File: src/rcs_pkg.sv
// Package with register map, field layout, reset values and timing for the reset cause block.
package rcs_pkg;

  // ----------------------------------------------------------------
  // Register map (byte addresses)
  // ----------------------------------------------------------------
  localparam int unsigned RCS_ADDR_W = 8;                       // Register address width.
  localparam logic [7:0] RCS_OFF_CAUSE = 8'h00;                 // Reset cause status, read only.
  localparam logic [7:0] RCS_OFF_CTRL = 8'h04;                  // Source and mode control.
  localparam logic [7:0] RCS_OFF_WAKE_EN = 8'h08;               // Wakeup source enables.
  localparam logic [7:0] RCS_OFF_IRQ_STAT = 8'h0c;              // Sticky event flags, write one to clear.
  localparam logic [7:0] RCS_OFF_IRQ_MASK = 8'h10;              // Event mask, one lets the event through.

  // ----------------------------------------------------------------
  // Cause register fields
  // ----------------------------------------------------------------
  localparam int unsigned RCS_BIT_POR = 7;                      // Power-on detection.
  localparam int unsigned RCS_BIT_PIN = 6;                      // External reset pin.
  localparam int unsigned RCS_BIT_WATCHDOG = 5;                 // Watchdog timeout.
  localparam int unsigned RCS_BIT_RSVD = 4;                     // Reserved, always zero.
  localparam int unsigned RCS_BIT_LOCK_LOSS = 3;                // Loss of lock.
  localparam int unsigned RCS_BIT_CLK_LOSS = 2;                 // Loss of clock.
  localparam int unsigned RCS_BIT_LOW_VOLT = 1;                 // Low voltage.
  localparam int unsigned RCS_BIT_WAKE = 0;                     // Low-leakage wakeup.

  // Cause values for the documented reset types.
  localparam logic [7:0] RCS_CAUSE_POR = 8'h82;                 // Power-on, low voltage included.
  localparam logic [7:0] RCS_CAUSE_LOW_VOLT = 8'h02;            // Low voltage without power-on.
  localparam logic [7:0] RCS_CAUSE_PIN_WAKE = 8'h41;            // Pin wakeup from deep stop.
  localparam logic [7:0] RCS_CAUSE_WAKE = 8'h01;                // Other wakeup from deep stop.

  // ----------------------------------------------------------------
  // Control register fields
  // ----------------------------------------------------------------
  localparam int unsigned RCS_CTRL_LV_RST_EN = 0;               // Low-voltage reset enable.
  localparam int unsigned RCS_CTRL_CME = 1;                     // Clock monitor enable.
  localparam int unsigned RCS_CTRL_WTS_LSB = 2;                 // Watchdog timeout select, 2 bits.
  localparam int unsigned RCS_CTRL_MODE_LSB = 4;                // Power mode, 2 bits.
  localparam logic [1:0] RCS_WTS_OFF = 2'h0;                    // Watchdog disabled.
  localparam logic [5:0] RCS_CTRL_RESET = 6'h0c;                // Watchdog on, run mode.

  // Interrupt flag positions.
  localparam int unsigned RCS_IRQ_CAUGHT = 0;                   // A reset cause was captured.
  localparam int unsigned RCS_IRQ_SHALLOW_WAKE = 1;             // Non-reset wakeup in shallow stop.
  localparam int unsigned RCS_IRQ_W = 2;                        // Number of interrupt flags.

  // ----------------------------------------------------------------
  // Timing
  // ----------------------------------------------------------------
  localparam int unsigned RCS_CLK_PERIOD_PS = 8000;             // Core clock period.
  localparam int unsigned RCS_RESET_HOLD_NS = 1000;             // Least chip reset pulse.
  localparam int unsigned RCS_RESET_HOLD_CYC =
    (RCS_RESET_HOLD_NS * 1000 + RCS_CLK_PERIOD_PS - 1) / RCS_CLK_PERIOD_PS;

  // Power modes.
  typedef enum logic [1:0] {
    RCS_MODE_RUN = 2'h0,
    RCS_MODE_SHALLOW = 2'h1,
    RCS_MODE_DEEP = 2'h2
  } rcs_mode_t;

  // Sequencer states, Gray coded.
  typedef enum logic [1:0] {
    RCS_ST_IDLE = 2'h0,
    RCS_ST_HOLD = 2'h1
  } rcs_state_t;

  // Reset source levels, all active high after synchronisation.
  typedef struct packed {
    logic low_volt;
    logic pin;
    logic watchdog;
    logic lock_lost;
    logic clk_lost;
  } rcs_src_t;

  // Software configuration bundle.
  typedef struct packed {
    rcs_mode_t mode;
    logic [1:0] wts;
    logic cme;
    logic low_voltage_reset_enable;
  } rcs_cfg_t;

endpackage

File: src/rcs_reset_cause.sv
// Reset cause capture, reset pulse sequencer and register slave.
//
// Function
// Power-on reset reads 0x82.
// Low-voltage reset without power-on reads 0x02.
// Deep-stop pin wakeup reads 0x41.
// Deep-stop other wakeup reads 0x01.
// Other resets set only their flag.
// Bit 7 power-on, with low-voltage flag.
// Bit 6 external reset pin low.
// Bit 5 watchdog timeout.
// Watchdog select 00 blocks watchdog reset.
// Bit 4 reserved, reads zero.
// Bit 3 PLL loss of lock.
// Bit 2 clock loss, monitor enabled only.
// Bit 1 low voltage, enable required; power-on.
// Bit 0 enabled low-leakage wakeup source.
// Shallow stop: only pin wakes by reset.
// Deep stop: every enabled wakeup resets.
// Wakeup flag cleared by other resets.
// Cause flags read only, writes ignored.
// Latch flags, hold until next reset.
//
// Local design decision: the address-and-strobe port.
`timescale 1ns/100ps

module rcs_reset_cause
  import rcs_pkg::*;
#(
  parameter int unsigned WAKE_W = 8,
  parameter int unsigned HOLD_CYC = RCS_RESET_HOLD_CYC
)
(
  // Clock and power-on reset.
  input wire logic core_clk,
  input wire logic resetn,
  // Reset sources from other domains.
  input wire logic low_volt_trip,
  input wire logic reset_pin_n,
  input wire logic watchdog_timeout,
  input wire logic lock_loss,
  input wire logic clock_loss,
  input wire logic [WAKE_W-1:0] wake_src,
  // Register port.
  input wire logic [RCS_ADDR_W-1:0] reg_addr,
  input wire logic [31:0] reg_wr_data,
  input wire logic reg_wr_en,
  input wire logic reg_rd_en,
  output logic [31:0] reg_rd_data,
  // Results.
  output logic chip_reset,
  output logic irq
);

  // ----------------------------------------------------------------
  // Elaboration checks
  // ----------------------------------------------------------------
  if (WAKE_W < 1 || WAKE_W > 32)
  begin : g_bad_wake
    $error("WAKE_W must lie between 1 and 32");
  end
  if (HOLD_CYC < 1 || HOLD_CYC > 65535)
  begin : g_bad_hold
    $error("HOLD_CYC must lie between 1 and 65535");
  end

  // ----------------------------------------------------------------
  // Functions
  // ----------------------------------------------------------------

  // Works out the cause byte for a set of live sources; zero means no reset.
  function automatic logic [7:0] cause_of(input rcs_src_t s, input rcs_cfg_t c,
                                          input logic wake_any);
    logic [7:0] v;
    v = 8'h00;
    if (s.low_volt && c.low_voltage_reset_enable)
    begin
      v = RCS_CAUSE_LOW_VOLT;
    end
    else if (s.pin)
    begin
      // A pin reset out of either stop mode is also a wakeup reset.
      if (c.mode == RCS_MODE_SHALLOW || c.mode == RCS_MODE_DEEP)
      begin
        v = RCS_CAUSE_PIN_WAKE;
      end
      else
      begin
        v[RCS_BIT_PIN] = 1'b1;
      end
    end
    else if (wake_any && c.mode == RCS_MODE_DEEP)
    begin
      v = RCS_CAUSE_WAKE;
    end
    else if (s.watchdog && c.wts != RCS_WTS_OFF)
    begin
      v[RCS_BIT_WATCHDOG] = 1'b1;
    end
    else if (s.lock_lost)
    begin
      v[RCS_BIT_LOCK_LOSS] = 1'b1;
    end
    else if (s.clk_lost && c.cme)
    begin
      v[RCS_BIT_CLK_LOSS] = 1'b1;
    end
    v[RCS_BIT_RSVD] = 1'b0;
    return v;
  endfunction

  // Returns true when the byte address matches a register offset.
  function automatic logic hit(input logic [RCS_ADDR_W-1:0] a, input logic [7:0] off);
    return a == off;
  endfunction

  // ----------------------------------------------------------------
  // Input synchronisers
  // ----------------------------------------------------------------
  rcs_src_t src_raw; // Raw source levels, active high.
  rcs_src_t src_m_q; // First synchroniser stage.
  rcs_src_t src_q; // Second stage, safe to read.
  logic [WAKE_W-1:0] wake_m_q; // First wakeup stage.
  logic [WAKE_W-1:0] wake_q; // Second wakeup stage.

  // Gathers the pins into one bundle; the reset pin is active low.
  always_comb
  begin
    src_raw.low_volt = low_volt_trip;
    src_raw.pin = ~reset_pin_n;
    src_raw.watchdog = watchdog_timeout;
    src_raw.lock_lost = lock_loss;
    src_raw.clk_lost = clock_loss;
  end

  // Two flip-flops per source; only the second stage feeds logic.
  always_ff @(posedge core_clk)
  begin
    if (!resetn)
    begin
      src_m_q <= '0;
      src_q <= '0;
      wake_m_q <= '0;
      wake_q <= '0;
    end
    else
    begin
      src_m_q <= src_raw;
      src_q <= src_m_q;
      wake_m_q <= wake_src;
      wake_q <= wake_m_q;
    end
  end

  // ----------------------------------------------------------------
  // Control registers
  // ----------------------------------------------------------------
  rcs_cfg_t cfg_q; // Source enables, watchdog select, mode.
  rcs_cfg_t cfg_d;
  logic [WAKE_W-1:0] wake_en_q; // Wakeup source enables.
  logic [WAKE_W-1:0] wake_en_d;
  logic [RCS_IRQ_W-1:0] irq_mask_q; // Interrupt mask.
  logic [RCS_IRQ_W-1:0] irq_mask_d;
  logic wr_ctrl; // Write to control.
  logic wr_wake; // Write to wake enables.
  logic wr_mask; // Write to mask.
  logic wr_stat; // Write to interrupt status.
  logic reset_start; // A chip reset begins this cycle.

  // Decodes the write strobes.
  always_comb
  begin
    wr_ctrl = reg_wr_en && hit(reg_addr, RCS_OFF_CTRL);
    wr_wake = reg_wr_en && hit(reg_addr, RCS_OFF_WAKE_EN);
    wr_mask = reg_wr_en && hit(reg_addr, RCS_OFF_IRQ_MASK);
    wr_stat = reg_wr_en && hit(reg_addr, RCS_OFF_IRQ_STAT);
  end

  // Next values of the control registers; a chip reset sends mode back to run.
  always_comb
  begin
    cfg_d = cfg_q;
    wake_en_d = wake_en_q;
    irq_mask_d = irq_mask_q;
    if (wr_ctrl)
    begin
      cfg_d.low_voltage_reset_enable = reg_wr_data[RCS_CTRL_LV_RST_EN];
      cfg_d.cme = reg_wr_data[RCS_CTRL_CME];
      cfg_d.wts = reg_wr_data[RCS_CTRL_WTS_LSB +: 2];
      cfg_d.mode = rcs_mode_t'(reg_wr_data[RCS_CTRL_MODE_LSB +: 2]);
    end
    if (reset_start)
    begin
      cfg_d.mode = RCS_MODE_RUN;
    end
    if (wr_wake)
    begin
      wake_en_d = reg_wr_data[WAKE_W-1:0];
    end
    if (wr_mask)
    begin
      irq_mask_d = reg_wr_data[RCS_IRQ_W-1:0];
    end
  end

  // Registers the control state.
  always_ff @(posedge core_clk)
  begin
    if (!resetn)
    begin
      cfg_q <= rcs_cfg_t'(RCS_CTRL_RESET);
      wake_en_q <= '0;
      irq_mask_q <= '0;
    end
    else
    begin
      cfg_q <= cfg_d;
      wake_en_q <= wake_en_d;
      irq_mask_q <= irq_mask_d;
    end
  end

  // ----------------------------------------------------------------
  // Reset sequencer and cause capture
  // ----------------------------------------------------------------
  rcs_state_t state_q; // Sequencer state.
  rcs_state_t state_d;
  logic [15:0] hold_q; // Cycles left in the reset pulse.
  logic [15:0] hold_d;
  logic [7:0] cause_q; // Latched cause flags.
  logic [7:0] cause_d;
  logic chip_reset_q; // Reset pulse to the chip.
  logic chip_reset_d;
  logic wake_any; // Any enabled wakeup source is active.
  logic [7:0] cause_now; // Cause that the live sources would give.
  logic shallow_wake; // Wakeup in shallow stop that must not reset.

  // Finds the cause of a new reset; in shallow stop only the pin wakes by reset.
  always_comb
  begin
    wake_any = |(wake_q & wake_en_q);
    cause_now = cause_of(src_q, cfg_q, wake_any);
    shallow_wake = wake_any && cfg_q.mode == RCS_MODE_SHALLOW && state_q == RCS_ST_IDLE;
    reset_start = state_q == RCS_ST_IDLE && cause_now != 8'h00;
  end

  // Next state: catch the cause, then hold the reset pulse for its length.
  always_comb
  begin
    state_d = state_q;
    hold_d = hold_q;
    cause_d = cause_q;
    chip_reset_d = chip_reset_q;
    case (state_q)
      RCS_ST_IDLE:
      begin
        if (reset_start)
        begin
          // The whole byte is replaced, which clears a stale wakeup flag.
          cause_d = cause_now;
          hold_d = 16'(HOLD_CYC - 1);
          chip_reset_d = 1'b1;
          state_d = RCS_ST_HOLD;
        end
      end
      RCS_ST_HOLD:
      begin
        // Sources are ignored here, so the latched cause stays stable.
        if (hold_q == 16'h0000)
        begin
          chip_reset_d = 1'b0;
          state_d = RCS_ST_IDLE;
        end
        else
        begin
          hold_d = hold_q - 16'h0001;
        end
      end
      default:
      begin
        chip_reset_d = 1'b0;
        state_d = RCS_ST_IDLE;
      end
    endcase
  end

  // Registers the sequencer; power-on leaves the power-on cause.
  always_ff @(posedge core_clk)
  begin
    if (!resetn)
    begin
      state_q <= RCS_ST_IDLE;
      hold_q <= '0;
      cause_q <= RCS_CAUSE_POR;
      chip_reset_q <= 1'b0;
    end
    else
    begin
      state_q <= state_d;
      hold_q <= hold_d;
      cause_q <= cause_d;
      chip_reset_q <= chip_reset_d;
    end
  end

  // ----------------------------------------------------------------
  // Interrupt flags
  // ----------------------------------------------------------------
  logic [RCS_IRQ_W-1:0] irq_stat_q; // Sticky event flags.
  logic [RCS_IRQ_W-1:0] irq_stat_d;
  logic [RCS_IRQ_W-1:0] irq_set; // Events this cycle.
  logic irq_q; // Registered interrupt line.
  logic irq_d;

  // Sets win over a same-cycle write-one clear.
  always_comb
  begin
    irq_set = '0;
    irq_set[RCS_IRQ_CAUGHT] = reset_start;
    irq_set[RCS_IRQ_SHALLOW_WAKE] = shallow_wake;
    irq_stat_d = irq_stat_q;
    if (wr_stat)
    begin
      irq_stat_d = irq_stat_q & ~reg_wr_data[RCS_IRQ_W-1:0];
    end
    irq_stat_d = irq_stat_d | irq_set;
    irq_d = |(irq_stat_d & irq_mask_d);
  end

  // Registers the flags and the interrupt output.
  always_ff @(posedge core_clk)
  begin
    if (!resetn)
    begin
      irq_stat_q <= '0;
      irq_q <= 1'b0;
    end
    else
    begin
      irq_stat_q <= irq_stat_d;
      irq_q <= irq_d;
    end
  end

  // ----------------------------------------------------------------
  // Read path
  // ----------------------------------------------------------------
  logic [31:0] rd_data_q; // Read data, valid the cycle after the strobe.
  logic [31:0] rd_data_d;

  // Selects read data; unmapped addresses and idle cycles give zero.
  always_comb
  begin
    rd_data_d = 32'h00000000;
    if (reg_rd_en)
    begin
      if (hit(reg_addr, RCS_OFF_CAUSE))
      begin
        rd_data_d[7:0] = cause_q;
      end
      else if (hit(reg_addr, RCS_OFF_CTRL))
      begin
        rd_data_d[5:0] = cfg_q;
      end
      else if (hit(reg_addr, RCS_OFF_WAKE_EN))
      begin
        rd_data_d[WAKE_W-1:0] = wake_en_q;
      end
      else if (hit(reg_addr, RCS_OFF_IRQ_STAT))
      begin
        rd_data_d[RCS_IRQ_W-1:0] = irq_stat_q;
      end
      else if (hit(reg_addr, RCS_OFF_IRQ_MASK))
      begin
        rd_data_d[RCS_IRQ_W-1:0] = irq_mask_q;
      end
      else
      begin
        rd_data_d = 32'h00000000;
      end
    end
  end

  // Registers the read data.
  always_ff @(posedge core_clk)
  begin
    if (!resetn)
    begin
      rd_data_q <= '0;
    end
    else
    begin
      rd_data_q <= rd_data_d;
    end
  end

  // Outputs come straight from flip-flops.
  assign reg_rd_data = rd_data_q;
  assign chip_reset = chip_reset_q;
  assign irq = irq_q;

endmodule

File: config.mk
export PLATFORM = sky130hd
export DESIGN_NAME = rcs_reset_cause
export DESIGN_NICKNAME = d
export VERILOG_FILES = /design/src/rcs_pkg.sv /design/src/rcs_reset_cause.sv
export SDC_FILE = /design/constraint.sdc
export NUM_CORES = 1
export LEC_CHECK = 0
export BUFFER_PORTS_ARGS = -buffer_cell sky130_fd_sc_hd__buf_4
export CAP_MARGIN = 20
export CORE_MARGIN = 2
export CORE_UTILIZATION = 52
export DETAILED_ROUTE_END_ITERATION = 6
export PLACE_DENSITY = 0.79
export RECOVER_POWER = 50
export SYNTH_ARGS = -nofsm -noshare
export SYNTH_HDL_FRONTEND = slang
export SYNTH_SLANG_ARGS = --single-unit
File: constraint.sdc
create_clock -name core_clk -period 2.17 [get_ports core_clk]
set_clock_uncertainty 0.15 [all_clocks]
set_input_delay 0.651 -clock core_clk [delete_from_list [all_inputs] [get_ports core_clk]]
set_output_delay 0.651 -clock core_clk [all_outputs]
set_load 0.01 [all_outputs]
==> parameters.txt <==
Parameter                              Value

Run status
  Status    finished, final reports clean

Timing
  Setup-violating endpoint count in the final report    0
  Final-report hold violation count    0
  Shortest clock period the worst path allows after layout    2020 ps
  Slew @ Worst Pin    665 ps
  Aggregate negative setup slack    0 ps
  Hold slack    280 ps
  Fin crit share    93.1%
  Relative slew slack    55.6%
  Max-slew violation total from the final report    0
  Max Clk Rate    495 MHz
  RSZ-0062 raised after global routing    no

Drt
  Vias/cell    5.45
  Routed via count    2740
  Routed WL per cell    13.7 um
  Antenna-violating nets left    0
  Total routed wirelength    6870 um
  Initial DRC count    189
  Total iterations of the first detailed-routing run    4
  Drt drc    0

Clocking
  Post-CTS clock slew at the launch and capture registers of the worst setup and hold paths    90 ps
  Total clock buffers created by CTS    9
  Buffer cell driving the clock tree root    sky130_fd_sc_hd__clkbuf_8
  Post-CTS Setup Repair Bufs    0
  Clock sink count    77
  Worst-Skew Late Latency    360 ps
  Number of instances resized during post-cts repair    0
  TritonCTS clock tree    yes
  Buffer depth of the longest clock path    2
  CTS H-tree lvls    3
  Number of buffers inserted for hold repair after clock tree synthesis    0

Layout
  Antenna diodes    0
  Layout overhead on the synthesized area    14.7%
  Layout cell share with drive strength beyond 1    18.1%
  Final Net Count    481
  Final standard cell count with taps included and fillers excluded    503
  Total of fill cells in the finished design    558
  Share of the core filled with cells in the final layout    61.4%

Logic synthesis
  Netlist Area Pre-Place    0.00338 sq mm
  Library cell with the largest summed area after synthesis    sky130_fd_sc_hd__dfxtp_1
  Syn Inst Count    369
  Number of warning messages in the yosys log    0
  Area share of the largest cell type after synthesis    45.6%
  Leading register cell type out of synthesis    sky130_fd_sc_hd__dfxtp_1
  Share of synthesized flip-flops with an asynchronous set or reset    0%
  Count of state elements after synthesis    77
  Leading post-synthesis cells by cell area    sky130_fd_sc_hd__dfxtp_1 46%, sky130_fd_sc_hd__and2_1 5.7%, sky130_fd_sc_hd__buf_4 5.3%, sky130_fd_sc_hd__nand2_1 4.3%, sky130_fd_sc_hd__mux2i_1 4.1%
  Post-synthesis average cell area    9.17 sq um
  Number of distinct standard cells referenced by the synthesized netlist    65
  Number of synthesized flops with an enable pin    0
  Sequential fraction of the synthesis area    45.6%

Critical path
  Sum of buffers and inverters on the critical path    1
  Cells along the critical path    inv_1, ha_1, nor3b_4, and3_1, a21oi_2, o21bai_4, o221a_1
  Largest stage delay, worst path    340 ps
  CP Launch Type    register
  CP required    2270 ps
  Slowest stage cell, crit path    sky130_fd_sc_hd__dfxtp_1
  Critical path arrival    2120 ps
  Maximum fanout along the worst path    9
  WS Path Type    register to register
  Crit path capture type    register
  Dominant delay contributor by cell family on the critical path    compound AO/OA/AOI/OAI gates

Floorplanning
  Core Region    0.00631 sq mm
  Die boundary width    84.6 um
  DIE AREA    0.00716 sq mm
  Effective utilization at floorplan    53.6%
  Ports placed on the boundary    91
  Height of the die    84.6 um
  Number of standard-cell rows in the floorplan    29

Power and ir drop
  Static leakage    1.64 nW
  Power consumption    3.00 mW
  Total power density per cell area    774 mW/mm^2
  Worst ir drop on vdd    420 uV

Global routing
  Total global routing track utilization    19.7%
  Via count of the first global-routing pass    2483
  Grt total ovfl    0
  Maximum number of pins on one net before global-route repair    35
  Number of antenna violations at the first check in global routing    0
  Global-route wire length before repair    11300 um

Job
  Number of violations of the max-capacitance limit    0

Worst hold path
  Hold WC Path Type    register to register

Placed design
  DPL Wire Length    5040 um
  Number of cells after detailed placement    485
  Placer congestion estimate    0.861
  Port-buffer cells    42
==> flip-flops by register name (all words and copies together) (netlist names) <==
signal,count
hold_q,16
wake_en_q,8
reg_rd_data,8
irq_mask_q,2
src_q,5
cfg_q,6
src_m_q,5
chip_reset,1
cause_q,7
wake_q,8
wake_m_q,8
irq_stat_q,2
irq,1
==> cells by family (layout without fill, tap and decap cells) <==
group                    count (synthesis)  count (layout)  synth area share [%]
other                                    1              24                 0.111
flip-flops                              77              77                  45.6
adder cells (fa/ha/maj)                  3               3                  1.11
AND/OR/NAND/NOR                        150             150                  24.8
buffers and inverters                   45              79                  7.73
multiplexers                            16              16                  4.81
XOR/XNOR                                 2               2                 0.518
AO/OA/AOI/OAI                           75              75                  15.4
==> worst register-to-register path, cell delays in order (launching register included) <==
cell	delay, ps
sky130_fd_sc_hd__dfxtp_1	340
sky130_fd_sc_hd__inv_1	100
sky130_fd_sc_hd__ha_1	180
sky130_fd_sc_hd__nor3b_4	270
sky130_fd_sc_hd__and3_1	250
sky130_fd_sc_hd__a21oi_2	110
sky130_fd_sc_hd__o21bai_4	240
sky130_fd_sc_hd__o221a_1	270
==> cells in the mapped netlist (all sizes together), types with 3 or more instances <==
cell / number
o22ai: 4
nand4: 5
dfxtp: 77
o21ai: 10
nor4: 3
inv: 7
clkbuf: 12
mux2i: 14
nand3b: 3
a22oi: 5
nand2b: 3
ha: 3
a21oi: 23
nor2: 22
nor4b: 3
o31ai: 6
and3: 5
a31oi: 3
and2: 32
nor3: 14
buf: 25
nand2: 39
nand3: 10
==> metrics by stage <==
| stage | setup slack, ps | area (sq um) |
|---|---|---|
| global placement | 122 | 3730 |
| detailed placement | 27.7 | 3730 |
| finish | 150 | 3880 |
| floorplan | 86.9 | 3470 |
| CTS | 144 | 3910 |
| global route | 13.2 | 3880 |
==> layout by cell type (no fill, tap or decap), types with 3 or more instances in the layout <==
master | netlist | routed
sky130_fd_sc_hd__mux2i_1 | 14 | 14
sky130_fd_sc_hd__a22oi_1 | 5 | 5
sky130_fd_sc_hd__and2_0 | 0 | 4
sky130_fd_sc_hd__inv_1 | 7 | 7
sky130_fd_sc_hd__ha_1 | 3 | 3
sky130_fd_sc_hd__o31ai_1 | 6 | 6
sky130_fd_sc_hd__nand3b_1 | 3 | 3
sky130_fd_sc_hd__nor4_1 | 3 | 3
sky130_fd_sc_hd__and3_1 | 5 | 5
sky130_fd_sc_hd__o21ai_0 | 9 | 9
sky130_fd_sc_hd__nand2b_1 | 3 | 3
sky130_fd_sc_hd__a21oi_1 | 22 | 22
sky130_fd_sc_hd__clkbuf_1 | 11 | 10
sky130_fd_sc_hd__nand3_1 | 9 | 9
sky130_fd_sc_hd__clkbuf_8 | 0 | 9
sky130_fd_sc_hd__conb_1 | 1 | 24
sky130_fd_sc_hd__nand2_1 | 39 | 39
sky130_fd_sc_hd__nor3_1 | 11 | 12
sky130_fd_sc_hd__and2_1 | 31 | 27
sky130_fd_sc_hd__dfxtp_1 | 77 | 77
sky130_fd_sc_hd__nor2_1 | 21 | 21
sky130_fd_sc_hd__o22ai_1 | 4 | 4
sky130_fd_sc_hd__nand4_1 | 5 | 5
sky130_fd_sc_hd__inv_6 | 0 | 4
sky130_fd_sc_hd__buf_4 | 24 | 42
sky130_fd_sc_hd__a31oi_1 | 3 | 3
==> path summary, 6_finish.rpt <==
check / from / end / slack, ps / cells past startpoint
max reg2reg: hold_q[0] / hold_q[2] / 150 / 7
max: hold_q[0] / hold_q[2] / 150 / 7
min: wake_m_q[6] / wake_q[6] / 280 / 1
min reg2reg: wake_m_q[6] / wake_q[6] / 280 / 1
==> layout make-up <==
| cell class | count | area [sq um] | share of cell area (%) |
|---|---|---|---|
| inverter | 8 | 30.0 | 0.774 |
| clock buffer | 9 | 124 | 3.19 |
| sequential | 77 | 1540 | 39.7 |
| tap | 77 | 96.3 | 2.48 |
| timing repair buffer | 55 | 370 | 9.55 |
| clock inverter | 7 | 56.3 | 1.45 |
| multi-input combinational | 270 | 1660 | 42.8 |
==> metal layers <==
| metal | GRT usage [%] | routed length [um] | vias up |
|---|---|---|---|
| li1 | - | - | 1367 |
| met2 | 32.3 | 3240 | 103 |
| met3 | 5.31 | 459 | 12 |
| met1 | 24.2 | 3050 | 1258 |
| met4 | 9.09 | 129 | 0 |
| met5 | 0 | 0 | - |
==> power breakdown <==
group / switching [mW] / total [mW] / leakage, nW / internal (mW)
clock network: 0.563 / 0.994 / 0.0910 / 0.431
registers: 0.0444 / 1.51 / 0.628 / 1.47
logic: 0.269 / 0.498 / 0.922 / 0.229
(Power assumes the default switching activity.)
